--- config.mk ---
export PLATFORM = sky130hd
export DESIGN_NAME = bgp_port
export DESIGN_NICKNAME = d
export VERILOG_FILES = /design/src/design/bgp_sync_edge.v /design/src/design/bgp_port.v
export VERILOG_INCLUDE_DIRS = /design/src /design/src/design
export SDC_FILE = /design/constraint.sdc
export NUM_CORES = 1
export LEC_CHECK = 0
export BUFFER_PORTS_ARGS = -buffer_cell sky130_fd_sc_hd__buf_4
export CORE_ASPECT_RATIO = 0.75
export CORE_MARGIN = 2
export CORE_UTILIZATION = 40
export CTS_CLUSTER_DIAMETER = 80
export DETAILED_ROUTE_END_ITERATION = 7
export GPL_TIMING_DRIVEN = 0
export PLACE_DENSITY = 0.64
export SLEW_MARGIN = 20
export SYNTH_ARGS = -nofsm -noshare
export SYNTH_HDL_FRONTEND = slang
export SYNTH_SLANG_ARGS = --single-unit
--- constraint.sdc ---
create_clock -name ref_clk -period 6.8 [get_ports ref_clk]
set_input_delay 1.02 -clock ref_clk [delete_from_list [all_inputs] [get_ports ref_clk]]
set_output_delay 1.02 -clock ref_clk [all_outputs]
set_load 0.1 [all_outputs]
--- src/design/bgp_map.vh ---
`ifndef BGP_MAP_VH
`define BGP_MAP_VH

// register byte offsets
`define BGP_ID_OFS       12'h000
`define BGP_BANKEN_OFS   12'h008
`define BGP_PAIR01_BASE  12'h010
`define BGP_PAIR2_BASE   12'h038
`define BGP_PAIR_SPAN    12'h028
// offsets inside one pair block
`define BGP_DIR_OFS      12'h000
`define BGP_OUT_OFS      12'h004
`define BGP_SET_OFS      12'h008
`define BGP_CLR_OFS      12'h00c
`define BGP_IN_OFS       12'h010
`define BGP_SETRIS_OFS   12'h014
`define BGP_CLRRIS_OFS   12'h018
`define BGP_SETFAL_OFS   12'h01c
`define BGP_CLRFAL_OFS   12'h020
`define BGP_STAT_OFS     12'h024

// line layout
`define BGP_LINES        48
`define BGP_BANK_W       16
`define BGP_BANKS        3
`define BGP_POP_MASK     48'h07f3_07ff_3dff
`define BGP_INT_MASK     48'h07f3_07ff_3dff
`define BGP_PAIR01_LANES 48'h0000_ffff_ffff
`define BGP_PAIR2_LANES  48'hffff_0000_0000

// reset values
`define BGP_DIR_RST      48'hffff_ffff_ffff
`define BGP_OUT_RST      48'h0000_0000_0000
`define BGP_BANKEN_RST   3'h0
`define BGP_ID_VALUE     32'h0000_5a01  // arbitrary id value

// clocking
`define BGP_PLL_DIV      6
`define BGP_CLK_MHZ      40
`define BGP_MAX_MHZ      10
`define BGP_TICK_CYC     ((`BGP_CLK_MHZ + `BGP_MAX_MHZ - 1) / `BGP_MAX_MHZ)

`endif

--- src/design/bgp_sync_edge.v ---
`timescale 1ns/1ps
`default_nettype none
module bgp_sync_edge
#(
  parameter W = 48
)
(
  input  wire         ref_clk,
  input  wire         srst,
  input  wire [W-1:0] pinIn,
  input  wire         tick,
  output reg  [W-1:0] level,
  output reg  [W-1:0] rise,
  output reg  [W-1:0] fall
);

reg [W-1:0] meta;
reg [W-1:0] sync;
reg         primed;

// first stage feeds only the second
always @(posedge ref_clk)
begin
  meta <= pinIn;
  sync <= meta;
end

// edges judged on the slow tick so the port never runs past its rate
always @(posedge ref_clk)
begin
  if (srst)
  begin
    level <= {W{1'b0}};
    rise  <= {W{1'b0}};
    fall  <= {W{1'b0}};
    primed <= 1'b0;
  end
  else if (tick)
  begin
    level <= sync;
    // first tick after reset only loads the level: no false edge
    rise  <= primed ? (sync & ~level) : {W{1'b0}};
    fall  <= primed ? (~sync & level) : {W{1'b0}};
    primed <= 1'b1;
  end
  else
  begin
    rise <= {W{1'b0}};
    fall <= {W{1'b0}};
  end
end

endmodule
`default_nettype wire

--- src/design/bgp_port.v ---
`timescale 1ns/1ps
`default_nettype none
`include "bgp_map.vh"
module bgp_port
#(
  parameter [47:0] POP_MASK = `BGP_POP_MASK,
  parameter [47:0] INT_MASK = `BGP_INT_MASK,
  parameter [31:0] ID_VALUE = `BGP_ID_VALUE
)
(
  input  wire        ref_clk,
  input  wire        srst,
  input  wire        psel,
  input  wire        penable,
  input  wire        pwrite,
  input  wire [11:0] paddr,
  input  wire [31:0] pwdata,
  output reg  [31:0] prdata,
  output reg         pready,
  output reg         pslverr,
  input  wire [47:0] ioLineIn,
  output reg  [47:0] ioLineOut,
  output reg  [47:0] ioLineOe,
  output reg  [47:0] lineEvent,
  output reg  [2:0]  bankEvent,
  output reg  [2:0]  dmaEvent
);

localparam integer TICK_LAST = `BGP_TICK_CYC - 1;
localparam [2:0]   TICK_MAX  = TICK_LAST[2:0];

////////////////////////////////////////////////////////////////////////////////
// state

reg  [47:0] dirIn;
reg  [47:0] outLvl;
reg  [47:0] risEn;
reg  [47:0] falEn;
reg  [47:0] intStat;
reg  [2:0]  bankEn;
reg  [2:0]  tickCnt;
reg         tick;

reg  [47:0] next_dirIn;
reg  [47:0] next_outLvl;
reg  [47:0] next_risEn;
reg  [47:0] next_falEn;
reg  [47:0] next_intStat;
reg  [2:0]  next_bankEn;

wire [47:0] inLvl;
wire [47:0] riseEv;
wire [47:0] fallEv;

////////////////////////////////////////////////////////////////////////////////
// rate tick: clock is the pll/6 peripheral clock, held under the ceiling

always @(posedge ref_clk)
begin
  if (srst)
  begin
    tickCnt <= 3'h0;
    tick    <= 1'b0;
  end
  else if (tickCnt == TICK_MAX)
  begin
    tickCnt <= 3'h0;
    tick    <= 1'b1;
  end
  else
  begin
    tickCnt <= tickCnt + 3'h1;
    tick    <= 1'b0;
  end
end

// one edge block per bank, all sharing the rate tick
bgp_sync_edge #(
  .W (`BGP_BANK_W)
) uSync0 (
  .ref_clk (ref_clk),
  .srst    (srst),
  .pinIn   (ioLineIn[15:0]),
  .tick    (tick),
  .level   (inLvl[15:0]),
  .rise    (riseEv[15:0]),
  .fall    (fallEv[15:0])
);

bgp_sync_edge #(
  .W (`BGP_BANK_W)
) uSync1 (
  .ref_clk (ref_clk),
  .srst    (srst),
  .pinIn   (ioLineIn[31:16]),
  .tick    (tick),
  .level   (inLvl[31:16]),
  .rise    (riseEv[31:16]),
  .fall    (fallEv[31:16])
);

bgp_sync_edge #(
  .W (`BGP_BANK_W)
) uSync2 (
  .ref_clk (ref_clk),
  .srst    (srst),
  .pinIn   (ioLineIn[47:32]),
  .tick    (tick),
  .level   (inLvl[47:32]),
  .rise    (riseEv[47:32]),
  .fall    (fallEv[47:32])
);

////////////////////////////////////////////////////////////////////////////////
// apb decode; one wait state so read data leaves a flop

wire        access  = psel & penable;
wire        commit  = access & pready;
wire        wrEn    = commit & pwrite;
wire [11:0] rel01   = paddr - `BGP_PAIR01_BASE;
wire [11:0] rel2    = paddr - `BGP_PAIR2_BASE;
wire        inPair01 = (paddr >= `BGP_PAIR01_BASE) &&
                       (paddr < `BGP_PAIR01_BASE + `BGP_PAIR_SPAN);
wire        inPair2  = (paddr >= `BGP_PAIR2_BASE) &&
                       (paddr < `BGP_PAIR2_BASE + `BGP_PAIR_SPAN);
wire        inPair  = inPair01 | inPair2;
wire [11:0] rel     = inPair01 ? rel01 : rel2;
wire        isId    = (paddr == `BGP_ID_OFS);
wire        isBank  = (paddr == `BGP_BANKEN_OFS);
wire        aligned = (paddr[1:0] == 2'b00);
wire        mapped  = aligned & (isId | isBank | inPair);

// pair01 carries banks 0/1, pair2 bank 2 in its low half
wire [47:0] lane  = inPair01 ? `BGP_PAIR01_LANES : `BGP_PAIR2_LANES;
wire [47:0] wd48  = inPair01 ? {16'h0000, pwdata} :
                               {pwdata[15:0], 32'h0000_0000};
wire [47:0] wbits = wd48 & lane;
wire [47:0] outOk = ~dirIn & POP_MASK;

wire wDir    = wrEn & inPair & (rel == `BGP_DIR_OFS);
wire wOut    = wrEn & inPair & (rel == `BGP_OUT_OFS);
wire wSet    = wrEn & inPair & (rel == `BGP_SET_OFS);
wire wClr    = wrEn & inPair & (rel == `BGP_CLR_OFS);
wire wSetRis = wrEn & inPair & (rel == `BGP_SETRIS_OFS);
wire wClrRis = wrEn & inPair & (rel == `BGP_CLRRIS_OFS);
wire wSetFal = wrEn & inPair & (rel == `BGP_SETFAL_OFS);
wire wClrFal = wrEn & inPair & (rel == `BGP_CLRFAL_OFS);
wire wStat   = wrEn & inPair & (rel == `BGP_STAT_OFS);
wire wBank   = wrEn & isBank;

////////////////////////////////////////////////////////////////////////////////
// answer sequencer: one wait state, then a one-cycle answer

localparam [1:0] AS_WAIT   = 2'b01;
localparam [1:0] AS_ANSWER = 2'b10;

reg  [1:0]  ansState;
reg  [1:0]  next_ansState;
wire        opening = access & (ansState == AS_WAIT);

always @*
begin
  case (ansState)
    AS_WAIT:
      next_ansState = access ? AS_ANSWER : AS_WAIT;
    AS_ANSWER:
      next_ansState = AS_WAIT;
    default:
      next_ansState = AS_WAIT;
  endcase
end

always @(posedge ref_clk)
begin
  if (srst)
    ansState <= AS_WAIT;
  else
    ansState <= next_ansState;
end

////////////////////////////////////////////////////////////////////////////////
// next register values

always @*
begin
  next_dirIn   = dirIn;
  next_outLvl  = outLvl;
  next_risEn   = risEn;
  next_falEn   = falEn;
  next_bankEn  = bankEn;
  next_intStat = intStat;
  if (wDir)
    next_dirIn = ((dirIn & ~lane) | wbits) & POP_MASK;
  if (wOut)
    next_outLvl = (outLvl & ~(lane & outOk)) | (wbits & outOk);
  if (wSet)
    next_outLvl = outLvl | (wbits & outOk);
  if (wClr)
    next_outLvl = outLvl & ~(wbits & outOk);
  if (wSetRis)
    next_risEn = risEn | (wbits & INT_MASK);
  if (wClrRis)
    next_risEn = risEn & ~wbits;
  if (wSetFal)
    next_falEn = falEn | (wbits & INT_MASK);
  if (wClrFal)
    next_falEn = falEn & ~wbits;
  if (wBank)
    next_bankEn = pwdata[2:0];
  // status: write one clears, a fresh edge in the same cycle wins
  if (wStat)
    next_intStat = intStat & ~wbits;
  next_intStat = next_intStat | ((riseEv & risEn) | (fallEv & falEn));
end

always @(posedge ref_clk)
begin
  if (srst)
  begin
    dirIn   <= `BGP_DIR_RST & POP_MASK;
    outLvl  <= `BGP_OUT_RST;
    risEn   <= 48'h0000_0000_0000;
    falEn   <= 48'h0000_0000_0000;
    intStat <= 48'h0000_0000_0000;
    bankEn  <= `BGP_BANKEN_RST;
  end
  else
  begin
    dirIn   <= next_dirIn;
    outLvl  <= next_outLvl & POP_MASK;
    risEn   <= next_risEn & INT_MASK;
    falEn   <= next_falEn & INT_MASK;
    intStat <= next_intStat & INT_MASK;
    bankEn  <= next_bankEn;
  end
end

////////////////////////////////////////////////////////////////////////////////
// pin drive

always @(posedge ref_clk)
begin
  if (srst)
  begin
    ioLineOut <= 48'h0000_0000_0000;
    ioLineOe  <= 48'h0000_0000_0000;
  end
  else
  begin
    ioLineOut <= next_outLvl & POP_MASK;
    ioLineOe  <= ~next_dirIn & POP_MASK;
  end
end

////////////////////////////////////////////////////////////////////////////////
// events toward cpus and the dma event controller

wire [47:0] rawEv = ((riseEv & risEn) | (fallEv & falEn)) & INT_MASK;
wire [47:0] enEv  = rawEv & {{16{bankEn[2]}}, {16{bankEn[1]}}, {16{bankEn[0]}}};

integer b;
reg [2:0] anyBank;

always @*
begin
  anyBank = 3'h0;
  for (b = 0; b < `BGP_BANKS; b = b + 1)
    anyBank[b] = |enEv[b*`BGP_BANK_W +: `BGP_BANK_W];
end

always @(posedge ref_clk)
begin
  if (srst)
  begin
    lineEvent <= 48'h0000_0000_0000;
    bankEvent <= 3'h0;
    dmaEvent  <= 3'h0;
  end
  else
  begin
    lineEvent <= enEv;
    bankEvent <= anyBank;
    dmaEvent  <= anyBank;
  end
end

////////////////////////////////////////////////////////////////////////////////
// read mux

reg [47:0] rsel;
reg [31:0] rword;

always @*
begin
  case (rel)
    `BGP_DIR_OFS:    rsel = dirIn;
    `BGP_OUT_OFS:    rsel = outLvl;
    `BGP_SET_OFS:    rsel = outLvl;
    `BGP_CLR_OFS:    rsel = outLvl;
    `BGP_IN_OFS:     rsel = inLvl & POP_MASK;
    `BGP_SETRIS_OFS: rsel = risEn;
    `BGP_CLRRIS_OFS: rsel = risEn;
    `BGP_SETFAL_OFS: rsel = falEn;
    `BGP_CLRFAL_OFS: rsel = falEn;
    `BGP_STAT_OFS:   rsel = intStat;
    default:         rsel = 48'h0000_0000_0000;
  endcase
  if (isId)
    rword = ID_VALUE;
  else if (isBank)
    rword = {29'h0, bankEn};
  else if (inPair01)
    rword = rsel[31:0];
  else if (inPair2)
    rword = {16'h0000, rsel[47:32]};
  else
    rword = 32'h0000_0000;
end

// either host reaches the block through the shared apb port
always @(posedge ref_clk)
begin
  if (srst)
  begin
    pready  <= 1'b0;
    prdata  <= 32'h0000_0000;
    pslverr <= 1'b0;
  end
  else
  begin
    pready  <= opening;
    pslverr <= opening & ~mapped;
    if (opening & ~pwrite & mapped)
      prdata <= rword;
    else if (commit)
      prdata <= 32'h0000_0000;
  end
end

endmodule
`default_nettype wire

==> impl_metrics.yaml <==
run_status:
  outcome: "finished, final reports clean"
power:
  finalPower_mw: 5.645
  seqPwrFrac_pct: 47.9
  p_switching_mw: 1.381
  combPwrFrac_pct: 6.1
  internal_power_mw: 4.265
  power_density_nw_per_um2: 267.6
  swShare_pct: 24.45
  p_leak_nw: 7.826
  clockPowerShare_pct: 46.0
  irDropWorstVdd_uv: 163.4
die:
  ios: 281
  initial_core_util_pct: 40.56
  core_area_sq_um: 42130
  dieArea_sq_um: 44410
  rows: 65
  dieWidth_um: 242.7
  die_y_um: 183.0
global_routing:
  grt_max_degree: 17
  grt_overflow: 0
  grt_use_met1_pct: 44.10
  antenna_found_initial: 1
  busiest_layer: "met1"
  grt_pass1_vias: 13655
  grt_usage_pct: 28.23
  grt_first_pass_wirelength_um: 93230
  met3_usage_pct: 7.697
  gr-usage-met2_pct: 37.48
worst_setup_path:
  worst_ep_required_time_ns: 7.21
  crit_arrival_ns: 4.96
  worst_setup_path_start_kind: "primary input"
  crit_path_max_fanout: 10
  critical_path_class: "in -> reg"
  cp-end-kind: "register"
placed_design:
  gp_congestion: 0.9834
  io_buffers: 211
  place_hpwl_um: 49660
cells_and_area:
  drive_gt1_share_pct: 19.41
  fin_util_pct: 50.09
  nets: 2134
  area_delta_synth_final_pct: 23.48
  antennaDiodeCount: 0
drt:
  vias: 15241
  vias_per_cell: 5.784
  ant_nets: 0
  wl_um: 65150
  wl_per_cell_um: 24.72
  initialDrtViolationCount: 2250
  drc: 0
  drt_pass1_iterations: 6
synthesis:
  synth_area_leaders: "dfxtp_1, mux2i_1, a22oi_1, nor2_1, nor3b_1"
  synthArstFlopShare_pct: 0
  ys_warn_count: 0
  syn-cell-area_sq_um: 17090
  synth.top_cell.area_share_pct: 53.07
  syn_avg_cell_area_sq_um: 9.877
  yosysTopAreaCell: "dfxtp_1"
  ys_types: 81
  synth_cells: 1730
  synth_edf_count: 0
  synth.most_common_cell: "dfxtp_1"
  ys_seq_area_share_pct: 53.07
  synth_ff_type: "dfxtp_1"
  synth_commonest_cells: "dfxtp_1, nor2_1, nand2_1"
  synth-seq-cells: 453
clock_network:
  cts_root_buf: "clkbuf_16"
  cts.sinks: 453
  hold_buffers: 0
  clk_transition_reported_paths_ns: 0.06
  post_cts.repair.setup_buffers: 0
  clock_path_buffers: 3
  cts_tree: "built"
  cts_buffers: 44
  clock_latency_ns: 0.57
  ctsHtreeMaxLevel: 2
  cts_resized: 0
timing:
  timing.setup.tns_ns: 0
  drv_slew: 0
  skew_ns: 0.009687
  fin_crit_ns: 4.551
  slew_headroom_pct: 25.56
  worst_slew_pin_slew_ns: 1.107
  hold_viol_final: 0
  fin_crit_sh_pct: 66.92
  whs_ns: 0.3266
  rsz0062_at_grt: "false"
  setup_viol: 0
  fmax_ghz: 0.2197
flow_run:
  cap_violations: 0
worst_hold_path:
  min_path_type: "reg -> reg"
[power groups by stage]
| stage | clock network, mW | registers (mW) | logic [mW] |
|---|---|---|---|
| after CTS | 2.61 | 2.70 | 0.336 |
| after floorplan | 0 | 2.76 | 0.225 |
| after global routing | 2.74 | 2.70 | 0.356 |
| after global placement | 0 | 2.76 | 0.334 |
| after detailed placement | 0 | 2.76 | 0.336 |
| final | 2.60 | 2.70 | 0.344 |
[stage by stage]
stage | std cells | area (sq um) | setup slack, ns
finish | 2635 | 21100 | 2.249
global route | 2635 | 21100 | 2.053
CTS | 2635 | 21100 | 2.402
detailed placement | 2554 | 19560 | 1.824
global placement | 2554 | 19550 | 1.766
floorplan | 1774 | 17250 | 3.026
[area by class of cell]
cell class / count / area, sq um
fill: 3973 / 21030
sequential: 453 / 9069
multi-input combinational: 1141 / 7254
timing repair buffer: 211 / 1584
clock buffer: 59 / 1249
buffer: 173 / 909.6
tap: 569 / 711.9
clock inverter: 22 / 296.5
inverter: 7 / 26.28
[cells in the final DEF, fill, tap and decap left out, types with 7 or more instances in the layout]
cell type   count
dfxtp_1       453
buf_4         263
nor2_1        164
nand2_1        95
a22oi_1        90
clkbuf_1       87
mux2i_1        76
nor3b_1        70
a31oi_1        60
o21ai_1        52
and2_1         49
o21ai_0        49
a21oi_1        47
conb_1         45
clkbuf_16      45
nand3_1        39
nand2b_1       39
a311oi_1       35
o311ai_0       33
buf_2          31
a221oi_1       20
a22o_1         18
nor3_1         16
and3_1         14
nand4_1        13
a211oi_1       11
a222oi_1        9
inv_1           7
buf_1           7
clkbuf_8        7
clkinvlp_4      7
[per-layer routing]
| metal | share of wire, % | up-vias | wire, um |
|---|---|---|---|
| li1 | - | 6896 | - |
| met1 | 46 | 7296 | 30050 |
| met2 | 39 | 960 | 25310 |
| met3 | 13 | 89 | 8450 |
| met4 | 2.0 | 0 | 1331 |
| met5 | 0 | - | 0 |
[critical path, stage by stage]
cell and delay [ns]:
buf_4 0.14, inv_1 0.08, ha_1 0.23, or4b_1 0.53
o21ai_2 0.36, a22oi_1 0.20, nand2b_1 0.25, nor2_4 0.31
nand2_2 0.15, nor4_2 0.96, clkbuf_1 0.53, a311oi_1 0.18
[worst paths after layout]
check,cells past startpoint,start,slack [ns],endpoint
worst max-delay path,12,paddr[5],2.25,register
worst max register to register,7,pready,3.86,register
worst min register to register,0,uSync1.meta[0],0.33,uSync1.sync[0]
worst min-delay path,0,uSync1.meta[0],0.33,uSync1.sync[0]
[logic make-up (layout without fill, tap and decap cells)]
family / Yosys count / count (layout) / synth area share [%]
AO/OA/AOI/OAI: 474 / 474 / 19.77
buffers and inverters: 180 / 472 / 5.477
other: 1 / 45 / 0.02195
adder cells (fa/ha/maj): 6 / 6 / 0.4393
XOR/XNOR: 3 / 3 / 0.1538
multiplexers: 78 / 78 / 4.650
AND/OR/NAND/NOR: 535 / 535 / 16.42
flip-flops: 453 / 453 / 53.07
(Power assumes the default switching activity.)
